===== src/sse_params.svh =====
`ifndef SSE_PARAMS_SVH
`define SSE_PARAMS_SVH
`define SSE_CMD_SET 8'h01
`define SSE_CMD_GET 8'h02
`define SSE_HDL_RSVD_LO 16'h0000
`define SSE_HDL_RSVD_HI 16'hffff
`define SSE_HDL_OWN 16'h0001
`define SSE_CNT_MIN 8'h01
`define SSE_CNT_MAX 8'h08
`define SSE_EFF_NUM 8
`define SSE_CC_SUCCESS 8'h00
`define SSE_CC_INV_DATA 8'h02
`define SSE_CC_BAD_CMD 8'h05
`define SSE_CC_INV_ID 8'h80
`define SSE_CC_INV_STATE 8'h81
`define SSE_CC_UNSUP_STATE 8'h82
`define SSE_SR_NO_CHANGE 8'h00
`define SSE_SR_REQ_SET 8'h01
`define SSE_ST_UNKNOWN 8'h00
`define SSE_ST_MIN 8'h01
`define SSE_ST_MAX 8'h04
`define SSE_ST_RESET 8'h01
`define SSE_UPD_NS 100
`define SSE_CLK_MHZ 125
`define SSE_UPD_CYC ((`SSE_UPD_NS * `SSE_CLK_MHZ + 999) / 1000)
`define SSE_RX_MAX 20
`define SSE_GET_RSP_LEN 26
`define SSE_REG_CTRL 8'h00
`define SSE_REG_HANDLE 8'h04
`define SSE_REG_COUNT 8'h08
`define SSE_REG_STATUS 8'h0c
`define SSE_REG_INT_STAT 8'h10
`define SSE_REG_INT_MASK 8'h14
`define SSE_REG_REC_BASE 8'h40
`define SSE_REG_RSP_BASE 8'h60
`endif


===== src/sse_pkg.sv =====
package sse_pkg;
   typedef enum logic [7:0] {
      SSE_OP_UPD_PEND = 8'h00,
      SSE_OP_NO_UPD = 8'h01,
      SSE_OP_DISABLED = 8'h02,
      SSE_OP_UNAVAIL = 8'h03
   } sse_op_t;
   typedef enum logic [3:0] {
      SSE_T_IDLE = 4'b0001,
      SSE_T_RX = 4'b0010,
      SSE_T_EVAL = 4'b0100,
      SSE_T_TX = 4'b1000
   } sse_tstate_t;
   typedef enum logic [2:0] {
      SSE_H_IDLE = 3'b001,
      SSE_H_SEND = 3'b010,
      SSE_H_WAIT = 3'b100
   } sse_hstate_t;
endpackage


===== src/sse_link_if.sv =====
`timescale 1ns/1ps
interface sse_link_if;
   logic req_valid;
   logic [7:0] req_data;
   logic req_last;
   logic rsp_valid;
   logic [7:0] rsp_data;
   logic rsp_last;
   modport term (
      input req_valid,
      input req_data,
      input req_last,
      output rsp_valid,
      output rsp_data,
      output rsp_last
   );
   modport req (
      output req_valid,
      output req_data,
      output req_last,
      input rsp_valid,
      input rsp_data,
      input rsp_last
   );
endinterface


===== src/sse_terminus.sv =====
// Register access over AHB-Lite and the placing of the registers were left to the implementer.
`timescale 1ns/1ps
`include "sse_params.svh"
// Function
// Handles 0x0000 and 0xFFFF identify no effecter
// Set count 1..8 addresses offsets 0 upward
// Count records follow, code then target byte
// No-change record leaves effecter untouched
// Request-set record drives effecter toward target
// Targets checked against effecter state set
// Unknown handle on set answers 0x80
// Target outside state set answers 0x81
// Illegal operational state target answers 0x82
// Get request carries only the handle
// Get answer: code, count, count records
// Unknown handle on get answers 0x80
// Record: operational, pending, present state bytes
// Unknown state unless operational state enabled
// Disabled effecter accepts no state update
// Set code 0 no change, 1 set
// Failed set returns code only, changes nothing
module sse_terminus (
   input wire logic clk,
   input wire logic rst_n,
   sse_link_if.term link,
   input wire logic [7:0] eff_disable,
   input wire logic [7:0] eff_unavail,
   output logic [63:0] eff_present,
   output logic [7:0] eff_pending,
   output logic [7:0] eff_apply
);
   // ------
   // Request capture
   // ------
   sse_pkg::sse_tstate_t state;
   logic [7:0] rx_buf [0:`SSE_RX_MAX-1];
   logic [4:0] rx_cnt;
   logic rx_ovf;
   logic [7:0] cc;
   logic set_ok;
   logic [4:0] tx_idx, tx_len;
   logic [7:0] next_cc;
   logic [7:0] next_wmask;
   logic [7:0] tgt [0:`SSE_EFF_NUM-1];
   logic [7:0] present [0:`SSE_EFF_NUM-1];

   function automatic sse_pkg::sse_op_t op_of(input logic dis,
      input logic unav, input logic pend);
      if (unav) begin
         return sse_pkg::SSE_OP_UNAVAIL;
      end else if (dis) begin
         return sse_pkg::SSE_OP_DISABLED;
      end else if (pend) begin
         return sse_pkg::SSE_OP_UPD_PEND;
      end
      return sse_pkg::SSE_OP_NO_UPD;
   endfunction

   always_ff @(posedge clk or negedge rst_n) begin
      if (!rst_n) begin
         rx_cnt <= 5'h00;
         rx_ovf <= 1'b0;
         for (int i = 0; i < `SSE_RX_MAX; i++) begin
            rx_buf[i] <= 8'h00;
         end
      end else if (link.req_valid && state == sse_pkg::SSE_T_IDLE) begin
         rx_buf[0] <= link.req_data;
         rx_cnt <= 5'h01;
         rx_ovf <= 1'b0;
      end else if (link.req_valid && state == sse_pkg::SSE_T_RX) begin
         if (rx_cnt < 5'(`SSE_RX_MAX)) begin
            rx_buf[rx_cnt] <= link.req_data;
            rx_cnt <= rx_cnt + 5'h01;
         end else begin
            rx_ovf <= 1'b1;
         end
      end
   end

   // ------
   // Request check
   // ------
   always_comb begin
      logic [15:0] hdl;
      logic [7:0] cnt;
      logic is_set, is_get, len_ok, code_bad, st_bad, op_bad;
      sse_pkg::sse_op_t op;
      hdl = {rx_buf[2], rx_buf[1]};
      cnt = rx_buf[3];
      is_set = rx_buf[0] == `SSE_CMD_SET;
      is_get = rx_buf[0] == `SSE_CMD_GET;
      code_bad = 1'b0;
      st_bad = 1'b0;
      op_bad = 1'b0;
      next_wmask = 8'h00;
      len_ok = !rx_ovf && rx_cnt == 5'd3;
      op = sse_pkg::SSE_OP_NO_UPD;
      if (!is_get) begin
         len_ok = !rx_ovf && cnt >= `SSE_CNT_MIN && cnt <= `SSE_CNT_MAX
                  && rx_cnt == 5'(5'd4 + {cnt[3:0], 1'b0});
      end
      for (int i = 0; i < `SSE_EFF_NUM; i++) begin
         op = op_of(eff_disable[i], eff_unavail[i], eff_pending[i]);
         if (8'(i) < cnt) begin
            if (rx_buf[4 + 2 * i] == `SSE_SR_REQ_SET) begin
               if (rx_buf[5 + 2 * i] < `SSE_ST_MIN ||
                   rx_buf[5 + 2 * i] > `SSE_ST_MAX) begin
                  st_bad = 1'b1;
               end
               if (op == sse_pkg::SSE_OP_DISABLED ||
                   op == sse_pkg::SSE_OP_UNAVAIL) begin
                  op_bad = 1'b1;
               end
               next_wmask[i] = 1'b1;
            end else if (rx_buf[4 + 2 * i] != `SSE_SR_NO_CHANGE) begin
               code_bad = 1'b1;
            end
         end
      end
      if (!is_set && !is_get) begin
         next_cc = `SSE_CC_BAD_CMD;
      end else if (hdl == `SSE_HDL_RSVD_LO || hdl == `SSE_HDL_RSVD_HI ||
                   hdl != `SSE_HDL_OWN) begin
         next_cc = `SSE_CC_INV_ID;
      end else if (!len_ok || (is_set && code_bad)) begin
         next_cc = `SSE_CC_INV_DATA;
      end else if (is_set && st_bad) begin
         next_cc = `SSE_CC_INV_STATE;
      end else if (is_set && op_bad) begin
         next_cc = `SSE_CC_UNSUP_STATE;
      end else begin
         next_cc = `SSE_CC_SUCCESS;
      end
      if (!is_set || next_cc != `SSE_CC_SUCCESS) begin
         next_wmask = 8'h00;
      end
   end

   // ------
   // Control sequence
   // ------
   always_ff @(posedge clk or negedge rst_n) begin
      if (!rst_n) begin
         state <= sse_pkg::SSE_T_IDLE;
         cc <= `SSE_CC_SUCCESS;
         set_ok <= 1'b0;
         tx_idx <= 5'h00;
         tx_len <= 5'h01;
      end else begin
         set_ok <= 1'b0;
         unique case (state)
            sse_pkg::SSE_T_IDLE: begin
               if (link.req_valid) begin
                  state <= link.req_last ? sse_pkg::SSE_T_EVAL
                                         : sse_pkg::SSE_T_RX;
               end
            end
            sse_pkg::SSE_T_RX: begin
               if (link.req_valid && link.req_last) begin
                  state <= sse_pkg::SSE_T_EVAL;
               end
            end
            sse_pkg::SSE_T_EVAL: begin
               cc <= next_cc;
               set_ok <= |next_wmask;
               tx_idx <= 5'h00;
               if (rx_buf[0] == `SSE_CMD_GET && next_cc == `SSE_CC_SUCCESS)
               begin
                  tx_len <= 5'(`SSE_GET_RSP_LEN);
               end else begin
                  tx_len <= 5'h01;
               end
               state <= sse_pkg::SSE_T_TX;
            end
            sse_pkg::SSE_T_TX: begin
               tx_idx <= tx_idx + 5'h01;
               if (tx_idx == tx_len - 5'h01) begin
                  state <= sse_pkg::SSE_T_IDLE;
               end
            end
         endcase
      end
   end

   // ------
   // Effecters
   // ------
   logic [7:0] wmask;

   always_ff @(posedge clk or negedge rst_n) begin
      if (!rst_n) begin
         wmask <= 8'h00;
      end else if (state == sse_pkg::SSE_T_EVAL) begin
         wmask <= next_wmask;
      end
   end

   // The update delay stands in for the physical effecter settling.
   for (genvar g = 0; g < `SSE_EFF_NUM; g++) begin : g_eff
      logic [7:0] wait_cnt;
      always_ff @(posedge clk or negedge rst_n) begin
         if (!rst_n) begin
            tgt[g] <= `SSE_ST_RESET;
            present[g] <= `SSE_ST_RESET;
            wait_cnt <= 8'h00;
            eff_pending[g] <= 1'b0;
            eff_apply[g] <= 1'b0;
         end else begin
            eff_apply[g] <= 1'b0;
            if (set_ok && wmask[g]) begin
               tgt[g] <= rx_buf[5 + 2 * g];
               wait_cnt <= 8'(`SSE_UPD_CYC);
               eff_pending[g] <= 1'b1;
            end else if (eff_pending[g] &&
               (eff_disable[g] || eff_unavail[g])) begin
               eff_pending[g] <= 1'b0;
            end else if (eff_pending[g]) begin
               wait_cnt <= wait_cnt - 8'h01;
               if (wait_cnt == 8'h01) begin
                  present[g] <= tgt[g];
                  eff_pending[g] <= 1'b0;
                  eff_apply[g] <= 1'b1;
               end
            end
         end
      end
      assign eff_present[8 * g +: 8] = present[g];
   end

   // ------
   // Response
   // ------
   logic [7:0] tx_byte;

   always_comb begin
      logic [4:0] r, f;
      sse_pkg::sse_op_t op;
      r = (tx_idx - 5'd2) / 5'd3;
      f = (tx_idx - 5'd2) % 5'd3;
      op = op_of(eff_disable[r[2:0]], eff_unavail[r[2:0]],
                 eff_pending[r[2:0]]);
      if (tx_idx == 5'd0) begin
         tx_byte = cc;
      end else if (tx_idx == 5'd1) begin
         tx_byte = 8'(`SSE_EFF_NUM);
      end else if (f == 5'd0) begin
         tx_byte = op;
      end else if (op != sse_pkg::SSE_OP_UPD_PEND &&
                   op != sse_pkg::SSE_OP_NO_UPD) begin
         tx_byte = `SSE_ST_UNKNOWN;
      end else if (f == 5'd1 && op == sse_pkg::SSE_OP_UPD_PEND) begin
         tx_byte = tgt[r[2:0]];
      end else begin
         tx_byte = present[r[2:0]];
      end
   end

   always_ff @(posedge clk or negedge rst_n) begin
      if (!rst_n) begin
         link.rsp_valid <= 1'b0;
         link.rsp_data <= 8'h00;
         link.rsp_last <= 1'b0;
      end else begin
         link.rsp_valid <= state == sse_pkg::SSE_T_TX;
         link.rsp_data <= state == sse_pkg::SSE_T_TX ? tx_byte : 8'h00;
         link.rsp_last <= state == sse_pkg::SSE_T_TX &&
                          tx_idx == tx_len - 5'h01;
      end
   end
endmodule


===== src/flat_wrapper.sv =====
// flat-port wrapper written by rule: the top's interface ports become plain ports
module sse_terminus_flat 
  (clk, rst_n, eff_disable, eff_unavail, eff_present, eff_pending, eff_apply, link_req_valid, link_req_data, link_req_last, link_rsp_valid, link_rsp_data, link_rsp_last);
  sse_link_if link_i ();
  input wire logic clk;
  input wire logic rst_n;
  input wire logic [7:0] eff_disable;
  input wire logic [7:0] eff_unavail;
  output logic [63:0] eff_present;
  output logic [7:0] eff_pending;
  output logic [7:0] eff_apply;
  input wire logic [$bits(link_i.req_valid)-1:0] link_req_valid;
  input wire logic [$bits(link_i.req_data)-1:0] link_req_data;
  input wire logic [$bits(link_i.req_last)-1:0] link_req_last;
  output wire logic [$bits(link_i.rsp_valid)-1:0] link_rsp_valid;
  output wire logic [$bits(link_i.rsp_data)-1:0] link_rsp_data;
  output wire logic [$bits(link_i.rsp_last)-1:0] link_rsp_last;
  assign link_i.req_valid = link_req_valid;
  assign link_i.req_data = link_req_data;
  assign link_i.req_last = link_req_last;
  assign link_rsp_valid = link_i.rsp_valid;
  assign link_rsp_data = link_i.rsp_data;
  assign link_rsp_last = link_i.rsp_last;
  sse_terminus u_core (.clk(clk), .rst_n(rst_n), .link(link_i), .eff_disable(eff_disable), .eff_unavail(eff_unavail), .eff_present(eff_present), .eff_pending(eff_pending), .eff_apply(eff_apply));
endmodule

===== config.mk =====
export PLATFORM = sky130hd
export DESIGN_NAME = sse_terminus_flat
export DESIGN_NICKNAME = d
export VERILOG_FILES = /design/src/sse_pkg.sv /design/src/sse_link_if.sv /design/src/sse_terminus.sv /design/src/flat_wrapper.sv
export VERILOG_INCLUDE_DIRS = /design/src
export SDC_FILE = /design/constraint.sdc
export NUM_CORES = 1
export LEC_CHECK = 0
export BUFFER_PORTS_ARGS = -buffer_cell sky130_fd_sc_hd__buf_4
export CAP_MARGIN = 20
export CORE_MARGIN = 2
export CORE_UTILIZATION = 40
export CTS_BUF_LIST = sky130_fd_sc_hd__clkbuf_16
export DETAILED_ROUTE_END_ITERATION = 7
export SYNTH_ARGS = -nofsm -noshare
export SYNTH_HDL_FRONTEND = slang
export SYNTH_SLANG_ARGS = --single-unit

===== constraint.sdc =====
create_clock -name clk -period 5.64 [get_ports clk]
set_input_delay 0.846 -clock clk [delete_from_list [all_inputs] [get_ports clk]]
set_output_delay 0.846 -clock clk [all_outputs]
set_load 0.005 [all_outputs]

# Yosys cells after proc, flatten, opt, wreduce, memory -nomap -nowiden
# Cells that the tools add are included.
[word_totals] ff_bits=415 input_bits=28 out_inout_bits=90 wordCells=589
[classes] add_sub_neg=13 div_mod_pow=2 magnitude_cmp=31 eq_ne=58 muxes=284 n_bitwise=19 reduce_logical=111
[op_table] cell="8-bit 2-to-1 mux" count=78
[op_table] cell="160-bit 2-to-1 mux" count=2
[op_table] cell="1-bit 2-to-1 mux" count=187
[op_table] cell="160-bit bitwise mux" count=1
[op_table] cell="8-bit by 1-bit == test with 1-bit output (second input constant)" count=17
[op_table] cell="8-bit by 2-bit == test with 1-bit output (second input constant)" count=17
[op_table] cell="8-bit nonzero test" count=10
[op_table] cell="8-bit by 3-bit > comparator with 1-bit output (second input constant)" count=8
[op_table] cell="8-bit by 1-bit less-than comparator with 1-bit output (second input constant)" count=8
[op_table] cell="8-bit by 1-bit subtractor with 8-bit output (second input constant)" count=8
[op_table] cell="8-bit binary-select mux with 3-bit select" count=2
[op_table] cell="8-bit demux with 5-bit select" count=1
[op_table] cell="1-bit logical AND" count=32
[op_table] cell="3-bit by 8-bit less-than comparator with 1-bit output (first input constant)" count=4
[op_table] cell="4-bit AND reduction" count=8
[op_table] cell="1-bit logical OR" count=28
[op_table] cell="2-bit nonzero test" count=11
[op_table] cell="5-bit 2-to-1 mux" count=4
[op_table] cell="2-bit by 1-bit inequality test with 1-bit output (second input constant)" count=10
[op_table] cell="2-bit AND reduction" count=10
[op_table] cell="1-bit NOT" count=17
[op_table] cell="16-bit == test (second input constant)" count=1
[op_table] cell="16-bit logical NOT" count=1
[op_table] cell="8-bit logical NOT" count=2
[op_table] cell="36 further kinds" count=51

# Depth between registers and ports, before layout
# Gate-level depths: netlist (run 1).
[depth] depth_word=41 ltp_mapped=31 mapped_depth_nobuf=25

# Worst setup path after synthesis (run 1)
# Ideal clock, no wire load.
[synth_timing] path_type="register to register" from="reg u_core.tx_idx[1]" to="reg u_core.link.rsp_data[2]" setup_time_ns=0.121 arrival_time_ns=5.279 required_ns=5.519 path_slack_ns=0.240 stages_incl_launch_ff=27 path_buffers=2 synth_period_minus_slack_ns=5.400 path_cell_list="dfrtp_1 -> buf_6 -> inv_1 -> ha_1 -> buf_6 -> inv_1 -> nor2_1 -> a21oi_1 -> o22ai_1 -> ha_1 -> or4b_1 -> or3_1 -> and3_4 -> and4_4 -> nand3_1 -> nand2_1 -> ha_1 -> inv_1 -> nand2_1 -> a311o_1 -> o311ai_2 -> nand4_4 -> mux4_2 -> or2_1 -> o31ai_1 -> o311ai_1 -> a22o_1"
[synth_between] elab_chain_len=16 word_cells_on_any_way=37 classes_between="1 x add/sub; 2 x div; 3 x eq/ne; 24 x mux; 1 x bitwise; 6 x reduce/logical"
[synth_lines] element="start, declared" line="sse_terminus.sv:41" text="logic [4:0] tx_idx, tx_len;"
[synth_lines] element="start signal, assigned" line="sse_terminus.sv:176" text="tx_idx <= tx_idx + 5'h01;"
[synth_lines] element="5-bit by 2-bit subtractor with 5-bit output" line="sse_terminus.sv:238, sse_terminus.sv:239"
[synth_lines] element="5-bit by 2-bit divider with 5-bit output" line="sse_terminus.sv:238" text="r = (tx_idx - 5'd2) / 5'd3;"
[synth_lines] element="1-bit binary-select mux with 3-bit select" line="sse_terminus.sv:241" text="eff_pending[r[2:0]]);"
[synth_lines] element="1-bit 2-to-1 mux (not written as such)" line="sse_terminus.sv:241"
[synth_lines] element="1-bit 2-to-1 mux" line="sse_terminus.sv:53" text="end else if (pend) begin"
[synth_lines] element="1-bit 2-to-1 mux" line="sse_terminus.sv:51" text="end else if (dis) begin"
[synth_lines] element="1-bit 2-to-1 mux" line="sse_terminus.sv:49" text="if (unav) begin"
[synth_lines] element="8-bit 2-to-1 mux" line="sse_terminus.sv:56" text="return sse_pkg::SSE_OP_NO_UPD;"
[synth_lines] element="8-bit logical NOT" line="sse_terminus.sv:251" text="end else if (f == 5'd1 && op == sse_pkg::SSE_OP_UPD_PEND) begin"
[synth_lines] element="1-bit logical AND" line="sse_terminus.sv:251"
[synth_lines] element="8-bit 2-to-1 mux" line="sse_terminus.sv:251"
[synth_lines] element="8-bit 2-to-1 mux" line="sse_terminus.sv:248" text="end else if (op != sse_pkg::SSE_OP_UPD_PEND &&"
[synth_lines] element="8-bit 2-to-1 mux" line="sse_terminus.sv:246" text="end else if (f == 5'd0) begin"
[synth_lines] element="8-bit 2-to-1 mux" line="sse_terminus.sv:244" text="end else if (tx_idx == 5'd1) begin"
[synth_lines] element="8-bit 2-to-1 mux *" line="sse_terminus.sv:242" text="if (tx_idx == 5'd0) begin"
[synth_lines] element="8-bit 2-to-1 mux *" line="sse_terminus.sv:265" text="link.rsp_data <= state == sse_pkg::SSE_T_TX ? tx_byte : 8'h00;"
[synth_lines] element="end signal, assigned" line="sse_terminus.sv:265"
[synth_lines] element="end, declared" line="sse_link_if.sv:14" text="output rsp_data,"
# Mark *: on every way between the ends. The rest lies on a longest branch, timed or not. The select of a mux whose other input is x is not followed.
# A chain may end at the register's enable or synchronous reset.

# Final worst setup path (run 1)
[layout_timing] from="reg u_core.tx_idx[1]" to="reg u_core.link.rsp_data[3]"
# The elaborated chain is that of the path after synthesis.

==> results.toml, run 1 <==
[worst_setup_path]
cp_top_family = "simple AND/OR/NAND/NOR gates"
cp-start-kind = "register"
worst_ep_arrival_time_ps = 5940
crit_type = "register to register"
critPathMaxStageDelay_ps = 500
cp_common_cell = "inv_1"
r2r-end = "u_core.link.rsp_data[3]"
reg2reg_slack_ps = 190
cpMaxStageDelayCell = "mux4_2"
rr_worst_depth = 26
worst_ep_required_time_ps = 6130
crit_path_end_kind = "register"
worst-path-buf-inv = 4
cp_max_fo = 12
reg2reg_from = "u_core.tx_idx[1]"

[layout]
syn2layout_area_growth_pct = 15.6
final_net_count = 2070
layout_common_cells = "512 x nand2_1, 390 x dfrtp_1, 163 x mux2_2, 148 x buf_4, 102 x nor2_1"
multi_input_area_mm2 = 0.00882
drive_gt1_frac = 0.218
regArea_mm2 = 0.0102
n_fill_cell = 4466
final_common_cell = "nand2_1"
final_cell_area_mm2 = 0.0226

[logic_synthesis]
async_flop_share = 1.00
syn_inst = 1890
ys_ff_latch = 408
synth_nets = 1950
yosysWarnings = 0
synth.avg_cell_area_um2 = 10.3
seq_area_frac_synth = 0.524
synthesis.area_mm2 = 0.0195
ys_types = 88
synth_edf_count = 0
synth_flop_cell = "dfrtp_1"

[clock_network]
ctsLongestPathBuffers = 3
clock-root-buffer = "clkbuf_16"
clk_pin_slew_worst_paths_ps = 60
htreeDepth = 2
clock-sinks = 408
clock_latency_ps = 570
cts_tree = "yes"
cts_buffers = 45

[placement]
port_buffers = 117
dpl.hpwl_um = 38800
placed_area_mm2 = 0.0211
dpl_worst_slack_ps = 51.9
gp_congestion = 0.896

[die]
initial_core_util = 0.407
core_area_mm2 = 0.0479
die_x_um = 225
fp.dieH_um = 225
rows = 80
dieArea_mm2 = 0.0506
io_pins = 118

[power_and_ir_drop]
p_leak_uw = 0.0109
peakVddDrop_uv = 588
powerDensity_mw_per_mm2 = 513

[grt]
grt_max_degree = 113
antenna_found_initial = 1
grt_first_pass_wirelength_um = 84600
overflow = 0
first_global_vias = 14619
track_usage = 0.216

[timing]
max_freq_mhz = 183
finalHoldViolations = 0
tightest_slew_ps = 907
timing.final.crit_share = 0.967
period_needed_ps = 5450
setup_violations = 0
maxSlewHeadroom = 0.396
timing.final.ws_setup_ps = 187
slew_viol_final = 0
finalClockSkew_ps = 16.1

[route]
routed_via_density = 5.47
post_drt_wl_per_cell_um = 20.3
drc = 0
drtAntennaViolNets = 0
routed_wirelength_um = 53900
first_iter_violations = 1171
firstDrtPassIters = 5
routed-via-count = 14528

[run]
drv_cap = 0

[outcome]
outcome = "complete, no violations"

[min_path]
hold_path_class = "input port to async pin"
==> flip-flops by register name, indices dropped and copies added, names as in the netlist <==
register	flops
u_core.link.rsp_data	8
u_core.g_eff.wait_cnt	64
u_core.rx_cnt	5
u_core.wmask	8
u_core.tgt	64
u_core.eff_pending	8
u_core.eff_present	64
u_core.tx_len	2
u_core.rx_ovf	1
u_core.rx_buf	160
u_core.link.rsp_valid	1
u_core.state	4
u_core.tx_idx	5
u_core.eff_apply	8
u_core.link.rsp_last	1
u_core.set_ok	1
u_core.cc	4
==> through the flow <==
stage | cells | util | hold WS (ps) | total power (uW) | setup TNS [ps]
6_report | 2654 | 0.470 | 307 | 11600 | 0
5_1_grt | 2653 | 0.470 | 405 | 12200 | -65.9
4_1_cts | 2647 | 0.467 | 379 | 11100 | 0
3_5_place_dp | 2572 | 0.439 | 460 | 8350 | 0
3_3_place_gp | 2572 | 0.439 | 457 | 8260 | 0
2_1_floorplan | 1890 | - | 439 | 7410 | 0
==> timing repair <==
item | in CTS | in global routing
buffers inserted | 0 | 4
gates resized for setup | 0 | 24
hold buffers | 0 | 0
endpoints found under the setup margin | 0 | 8
endpoints found under the hold margin | 0 | 0
==> layout make-up <==
type                       instances  share of cell area
sequential                       408               0.454
multi-input combinational       1351               0.391
timing repair buffer             155              0.0544
clock buffer                      45              0.0499
tap                              615              0.0341
clock inverter                    30             0.00876
inverter                          49             0.00815
antenna                            1            0.000111
==> layer usage <==
metal	track usage	part of all wire	vias up	wire [um]
met5	0	0.00024	-	13
met4	0.0714	0.031	2	1680
met3	0.0388	0.056	102	3000
met2	0.338	0.46	411	24600
met1	0.304	0.46	7276	24700
li1	-	-	6737	-
==> worst max path at each step <==
stage,start,endpoint,slack [ps],depth (start not counted)
final,u_core.tx_idx[1],u_core.link.rsp_data[3],190,26
after CTS,u_core.tx_idx[1],u_core.link.rsp_data[7],20,25
after global routing,u_core.tx_idx[1],u_core.link.rsp_data[3],-30,26
after global placement,u_core.tx_idx[1],u_core.link.rsp_data[7],110,25
after floorplan,u_core.tx_idx[1],u_core.link.rsp_data[2],240,26
after detailed placement,u_core.tx_idx[1],u_core.link.rsp_data[7],50,24
==> worst register-to-register path, stage by stage, from the launching register on <==
cell	delay, ps
dfrtp_1	420
inv_1	90
ha_1	230
inv_1	80
nor2_1	50
a21oi_1	110
o22ai_1	120
ha_2	200
or4b_1	450
or3_4	350
and3_4	190
and4_4	210
nand3_1	120
nand2_1	110
ha_4	200
inv_1	80
nand2_1	90
a31oi_1	160
nand4_1	160
o311ai_4	150
nand4_4	240
buf_12	220
mux4_2	500
nor3_4	240
nor2_1	110
or3_1	400
o22ai_2	100
==> Yosys cell counts (all sizes together) (6+ instances only) <==
master | instances | share of area
and3 | 8 | 0.0028
a31oi | 14 | 0.0045
xnor2 | 43 | 0.019
mux2i | 62 | 0.032
mux2 | 163 | 0.094
dfrtp | 390 | 0.50
a211o | 7 | 0.0031
a211oi | 16 | 0.0064
nand2 | 513 | 0.099
nand4 | 18 | 0.0072
nor4b | 10 | 0.0045
clkinv | 9 | 0.0017
a21oi | 23 | 0.0059
nand3 | 37 | 0.0095
mux4 | 12 | 0.014
xor2 | 20 | 0.010
or3 | 21 | 0.0067
or4 | 19 | 0.0073
and2 | 22 | 0.0071
o211ai | 6 | 0.0028
inv | 40 | 0.0077
o21ai | 55 | 0.015
o22ai | 8 | 0.0029
nor4 | 22 | 0.0071
nor3 | 44 | 0.012
dfstp | 18 | 0.024
buf | 18 | 0.0071
nor2 | 104 | 0.020
ha | 32 | 0.021
clkbuf | 64 | 0.012
==> cell families after synthesis <==
family / share of synthesized area
XOR/XNOR: 0.0296
flip-flops: 0.524
AO/OA/AOI/OAI: 0.0632
adder cells (fa/ha/maj): 0.0205
buffers and inverters: 0.0289
multiplexers: 0.140
AND/OR/NAND/NOR: 0.193
==> report_power, final <==
group	switching, uW	internal, uW
registers	340	3350
logic	2810	2340
clock network	1150	1570
Note: power is estimated with default switching activity, not from simulation.
==> run 2: changes to the inputs <==
--- a/config.mk
+++ b/config.mk
@@ -7,11 +7,11 @@
 export NUM_CORES = 1
 export LEC_CHECK = 0
 export BUFFER_PORTS_ARGS = -buffer_cell sky130_fd_sc_hd__buf_4
-export CAP_MARGIN = 20
 export CORE_MARGIN = 2
 export CORE_UTILIZATION = 40
 export CTS_BUF_LIST = sky130_fd_sc_hd__clkbuf_16
 export DETAILED_ROUTE_END_ITERATION = 7
+export GPL_TIMING_DRIVEN = 0
 export SYNTH_ARGS = -nofsm -noshare
 export SYNTH_HDL_FRONTEND = slang
 export SYNTH_SLANG_ARGS = --single-unit
==> results.toml, run 2 (synthesized netlist as in run 1, its figures left out) <==
[worst_setup_path]
worst_ep_arrival_time_ps = 6040
crit_type = "register to register"
cp_max_fo = 6
cp_top_family = "simple AND/OR/NAND/NOR gates"
reg2reg_slack_ps = 70
critPathMaxStageDelay_ps = 520
cpMaxStageDelayCell = "or4b_1"
cp-start-kind = "register"
worst_ep_required_time_ps = 6110
worst-path-buf-inv = 4
crit_path_end_kind = "register"

[placement]
dpl_worst_slack_ps = -919
dpl.hpwl_um = 40300
placed_area_mm2 = 0.0212
port_buffers = 109
dpl.cell_count = 2617
gp_congestion = 0.937

[power_and_ir_drop]
switching_share = 0.386
switching_power_uw = 4860
intPower_uw = 7720
power_frac_comb = 0.488
peakVddDrop_uv = 429
p_leak_uw = 0.0111
powerDensity_mw_per_mm2 = 546
seqPwrFrac = 0.291
clockPowerShare = 0.221

[timing]
maxSlewHeadroom = 0.318
finalClockSkew_ps = 13.7
period_needed_ps = 5570
slew_viol_final = 0
rsz0062_at_grt = "yes"
finalHoldViolations = 0
tightest_slew_ps = 1020
timing.final.ws_setup_ps = 72.8
max_freq_mhz = 180
finalSetupTns_ps = 0
hold-worst-slack_ps = 310
timing.final.crit_share = 0.987
setup_violations = 0

[layout]
layout_common_cells = "510 x nand2_1, 389 x dfrtp_1, 163 x mux2_2, 132 x buf_4, 101 x nor2_1"
largest-register = "u_core.rx_buf"
final_common_cell = "nand2_1"
final_cell_area_mm2 = 0.0230
final_net_count = 2131
syn2layout_area_growth_pct = 17.9
drive_gt1_frac = 0.219
fin_cells = 2724
largest_register_ffs = 160

[route]
routed_wirelength_um = 56300
first_iter_violations = 1241
routed_via_density = 5.47
routed-via-count = 14888
firstDrtPassIters = 6
drtAntennaViolNets = 0
post_drt_wl_per_cell_um = 20.7
drc = 0

[clock_network]
clk_pin_slew_worst_paths_ps = 60
cts_tree = "yes"
clock_latency_ps = 570
clock-sinks = 408
ctsLongestPathBuffers = 3
htreeDepth = 2
cts_buffers = 45
ctsHoldBuffers = 0
clock-root-buffer = "clkbuf_16"

[grt]
antenna_found_initial = 4
first_global_vias = 14914
grt_max_degree = 116
grt_first_pass_wirelength_um = 87500
overflow = 0
track_usage = 0.225

[min_path]
hold_path_class = "input port to async pin"

[outcome]
outcome = "complete, no violations"

[die]
initial_core_util = 0.407
die_x_um = 225
rows = 80
dieArea_mm2 = 0.0506
fp.dieH_um = 225
core_area_mm2 = 0.0479
io_pins = 118

[run]
drv_cap = 0
run 2: path summary, 6_finish.rpt:
kind / from / endpoint / depth (start not counted)
max: u_core.tx_idx[1] / u_core.link.rsp_data[4] / 26
min: rst_n / u_core.g_eff[6].wait_cnt[3] / 1
max reg2reg: u_core.tx_idx[1] / u_core.link.rsp_data[4] / 26
min reg2reg: u_core.tx_len[3] / u_core.tx_len[3] / 2
max in group asynchronous: rst_n / u_core.eff_present[0] / 3
min in group clk: u_core.tx_len[3] / u_core.tx_len[3] / 2
run 2: layer usage:
layer / wire length (um) / global-route usage / up-vias / part of all wire
met5: 14 / 0 / - / 0.00025
met4: 1990 / 0.0874 / 2 / 0.035
met3: 3290 / 0.0368 / 109 / 0.058
met2: 25600 / 0.348 / 438 / 0.45
met1: 25400 / 0.317 / 7460 / 0.45
li1: - / - / 6879 / -
run 2: power groups by stage:
| stage | sequential (uW) | clock [uW] | combinational (uW) |
|---|---|---|---|
| after floorplan | 3600 | 0 | 3810 |
| after global placement | 3670 | 0 | 5030 |
| after detailed placement | 3700 | 0 | 5090 |
| after CTS | 3650 | 2840 | 5890 |
| after global routing | 3710 | 2950 | 6480 |
| final | 3650 | 2780 | 6140 |
run 2: timing repair:
action | in CTS | in global routing
cloned | 1 | 0
hold endpoints to repair | 0 | 0
buffers inserted | 11 | 12
resized for setup | 41 | 18
pin swaps | 10 | 17
endpoints found under the setup margin | 8 | 8
run 2: per-stage QoR:
step                power (uW)  utilization
floorplan                 7410            -
global placement          8700        0.440
detailed placement        8790        0.442
CTS                      12400        0.477
global route             13100        0.480
finish                   12600        0.480
run 2: cell type report:
cell class,instances,area (um2)
well taps,615,769
inverters,49,195
flip-flops and latches,408,10200
diodes,1,2.50
clock buffers,47,1180
multi-input cells,1351,8910
fillers,4400,24900
plain buffers,80,409
repair buffers,136,1110
clock inverters,37,203
==> run 3: changes to the inputs <==
--- a/config.mk
+++ b/config.mk
@@ -6,11 +6,12 @@
 export SDC_FILE = /design/constraint.sdc
 export NUM_CORES = 1
 export LEC_CHECK = 0
-export BUFFER_PORTS_ARGS = -buffer_cell sky130_fd_sc_hd__buf_4
+export CAP_MARGIN = 20
 export CORE_MARGIN = 2
 export CORE_UTILIZATION = 40
 export CTS_BUF_LIST = sky130_fd_sc_hd__clkbuf_16
 export DETAILED_ROUTE_END_ITERATION = 7
+export DONT_BUFFER_PORTS = 1
 export GPL_TIMING_DRIVEN = 0
 export SYNTH_ARGS = -nofsm -noshare
 export SYNTH_HDL_FRONTEND = slang
==> results.toml, run 3 (synthesized netlist as in run 1, its figures left out) <==
[clock_network]
ctsLongestPathBuffers = 3
htreeDepth = 2
clock-sinks = 408
clk_pin_slew_worst_paths_ps = 60
cts_tree = "yes"
clock_latency_ps = 580
clock-root-buffer = "clkbuf_16"
cts_buffers = 44

[power_and_ir_drop]
seqPwrFrac = 0.294
clockPowerShare = 0.210
powerDensity_mw_per_mm2 = 561
intPower_uw = 7550
switching_share = 0.393
power_frac_comb = 0.496
peakVddDrop_uv = 484
switching_power_uw = 4890
p_leak_uw = 0.0105

[layout]
final_core_util = 0.463
syn2layout_area_growth_pct = 13.7
final_net_count = 2029
final_common_cell = "nand2_1"
largest_register_ffs = 160
drive_gt1_frac = 0.177
layout_common_cells = "510 x nand2_1, 389 x dfrtp_1, 163 x mux2_2, 102 x nor2_1, 63 x clkbuf_1"
insertedDiodeCount = 0
largest-register = "u_core.rx_buf"

[route]
routed-via-count = 14725
routed_via_density = 5.62
drc = 0
routed_wirelength_um = 57400
firstDrtPassIters = 6
drtAntennaViolNets = 0
first_iter_violations = 1208
post_drt_wl_per_cell_um = 21.9

[worst_setup_path]
cp_max_fo = 10
reg2reg_slack_ps = 80
cpMaxStageDelayCell = "buf_1"
r2r-end = "u_core.link.rsp_data[3]"
critPathMaxStageDelay_ps = 730
endpoint = "u_core.link.rsp_data[3]"
worstSetupPathDepth = 19
path_cells = "buf_6 -> buf_4 -> o21bai_4 -> nor2_1 -> a21oi_2 -> o22ai_2 -> ha_2 -> or4b_1 -> or3_4 -> and3_4 -> and4_4 -> buf_4 -> nand2_1 -> clkbuf_1 -> buf_1 -> mux4_2 -> mux2i_1 -> mux2_2 -> o22ai_2"
cp-start-kind = "register"
reg2reg_from = "u_core.tx_idx[2]"
cp_top_family = "buffers and inverters"
rr_worst_depth = 19
critPathLaunch = "u_core.tx_idx[2]"
worst_ep_required_time_ps = 6090
crit_path_end_kind = "register"
worst-path-buf-inv = 5
crit_type = "register to register"
worst_ep_arrival_time_ps = 6010

[placement]
port_buffers = 0
gp_congestion = 0.897
dpl.hpwl_um = 39600

[timing]
tightest_slew_ps = 1040
period_needed_ps = 5560
timing.final.crit_share = 0.985
hold-worst-slack_ps = 144
slew_viol_final = 0
setup_violations = 0
max_freq_mhz = 180
finalClockSkew_ps = 26.2
maxSlewHeadroom = 0.310
finalHoldViolations = 0

[grt]
grt_first_pass_wirelength_um = 88100
first_global_vias = 14558
track_usage = 0.229
antenna_found_initial = 0
overflow = 0
grt_max_degree = 129

[die]
die_x_um = 225
initial_core_util = 0.407
io_pins = 118
fp.dieH_um = 225
core_area_mm2 = 0.0479
rows = 80
dieArea_mm2 = 0.0506

[outcome]
outcome = "complete, no violations"

[min_path]
hold_path_class = "input port to async pin"

[run]
drv_cap = 0
[run 3: worst min-delay path by stage]
stage | start | cells after the start | slack [ps] | endpoint
final | rst_n | 0 | 140 | u_core.eff_present[32]
after global routing | rst_n | 0 | 100 | u_core.tgt[56]
after CTS | rst_n | 0 | 100 | u_core.eff_present[48]
after detailed placement | u_core.tgt[32] | 2 | 450 | u_core.eff_present[24]
after global placement | u_core.tx_len[3] | 2 | 450 | u_core.tx_len[3]
after floorplan | u_core.tx_len[3] | 2 | 440 | u_core.tx_len[3]
[run 3: power by group through the flow]
stage / Combinational, uW / Sequential (uW) / Clock [uW]
after floorplan: 3810 / 3600 / 0
after global placement: 4950 / 3670 / 0
after detailed placement: 4980 / 3700 / 0
after CTS: 5800 / 3650 / 2660
after global routing: 6510 / 3710 / 2780
final: 6170 / 3660 / 2610
[run 3: per-stage QoR]
stage	worst slack [ps]	cells	TNS, ps	cell area, um2	total power [uW]
3_3_place_gp	-728	2505	-5240	20300	8620
6_report	82.8	2619	0	22200	12400
5_1_grt	-73.7	2619	-305	22200	13000
4_1_cts	1.60	2607	0	22000	12100
3_5_place_dp	-831	2505	-5910	20300	8680
2_1_floorplan	240	1890	0	19500	7410
[run 3: timing repair]
| action | CTS | global route |
|---|---|---|
| buffers inserted | 14 | 14 |
| hold buffers | 6 | 0 |
| endpoints found under the hold margin | 2 | 0 |
| endpoints found under the setup margin | 8 | 8 |
| resized for setup | 36 | 18 |
| pin swaps | 8 | 18 |
| cloned | 1 | 0 |
[run 3: worst reg2reg max path, stage by stage, from the launching register on]
cell and delay [ps]:
dfrtp_1 400, buf_6 130, buf_4 140, o21bai_4 190
nor2_1 80, a21oi_2 120, o22ai_2 100, ha_2 230
or4b_1 480, or3_4 400, and3_4 200, and4_4 210
buf_4 140, nand2_1 190, clkbuf_1 570, buf_1 730
mux4_2 450, mux2i_1 350, mux2_2 240, o22ai_2 90
[run 3: area by class of cell]
class                           instances  area [um2]
Fill cell                            4446       25800
Sequential cell                       408       10200
Multi-Input combinational cell       1351        8920
Clock buffer                           45        1130
Tap cell                              615         769
Buffer                                 80         392
Timing Repair Buffer                   35         384
Inverter                               49         193
Clock inverter                         36         155
[run 3: routing by layer]
layer,share of wire,vias up,GRT usage
met4,0.037,0,0.0810
met2,0.46,498,0.362
li1,-,6674,-
met1,0.43,7453,0.313
met3,0.072,100,0.0465
met5,0,-,0
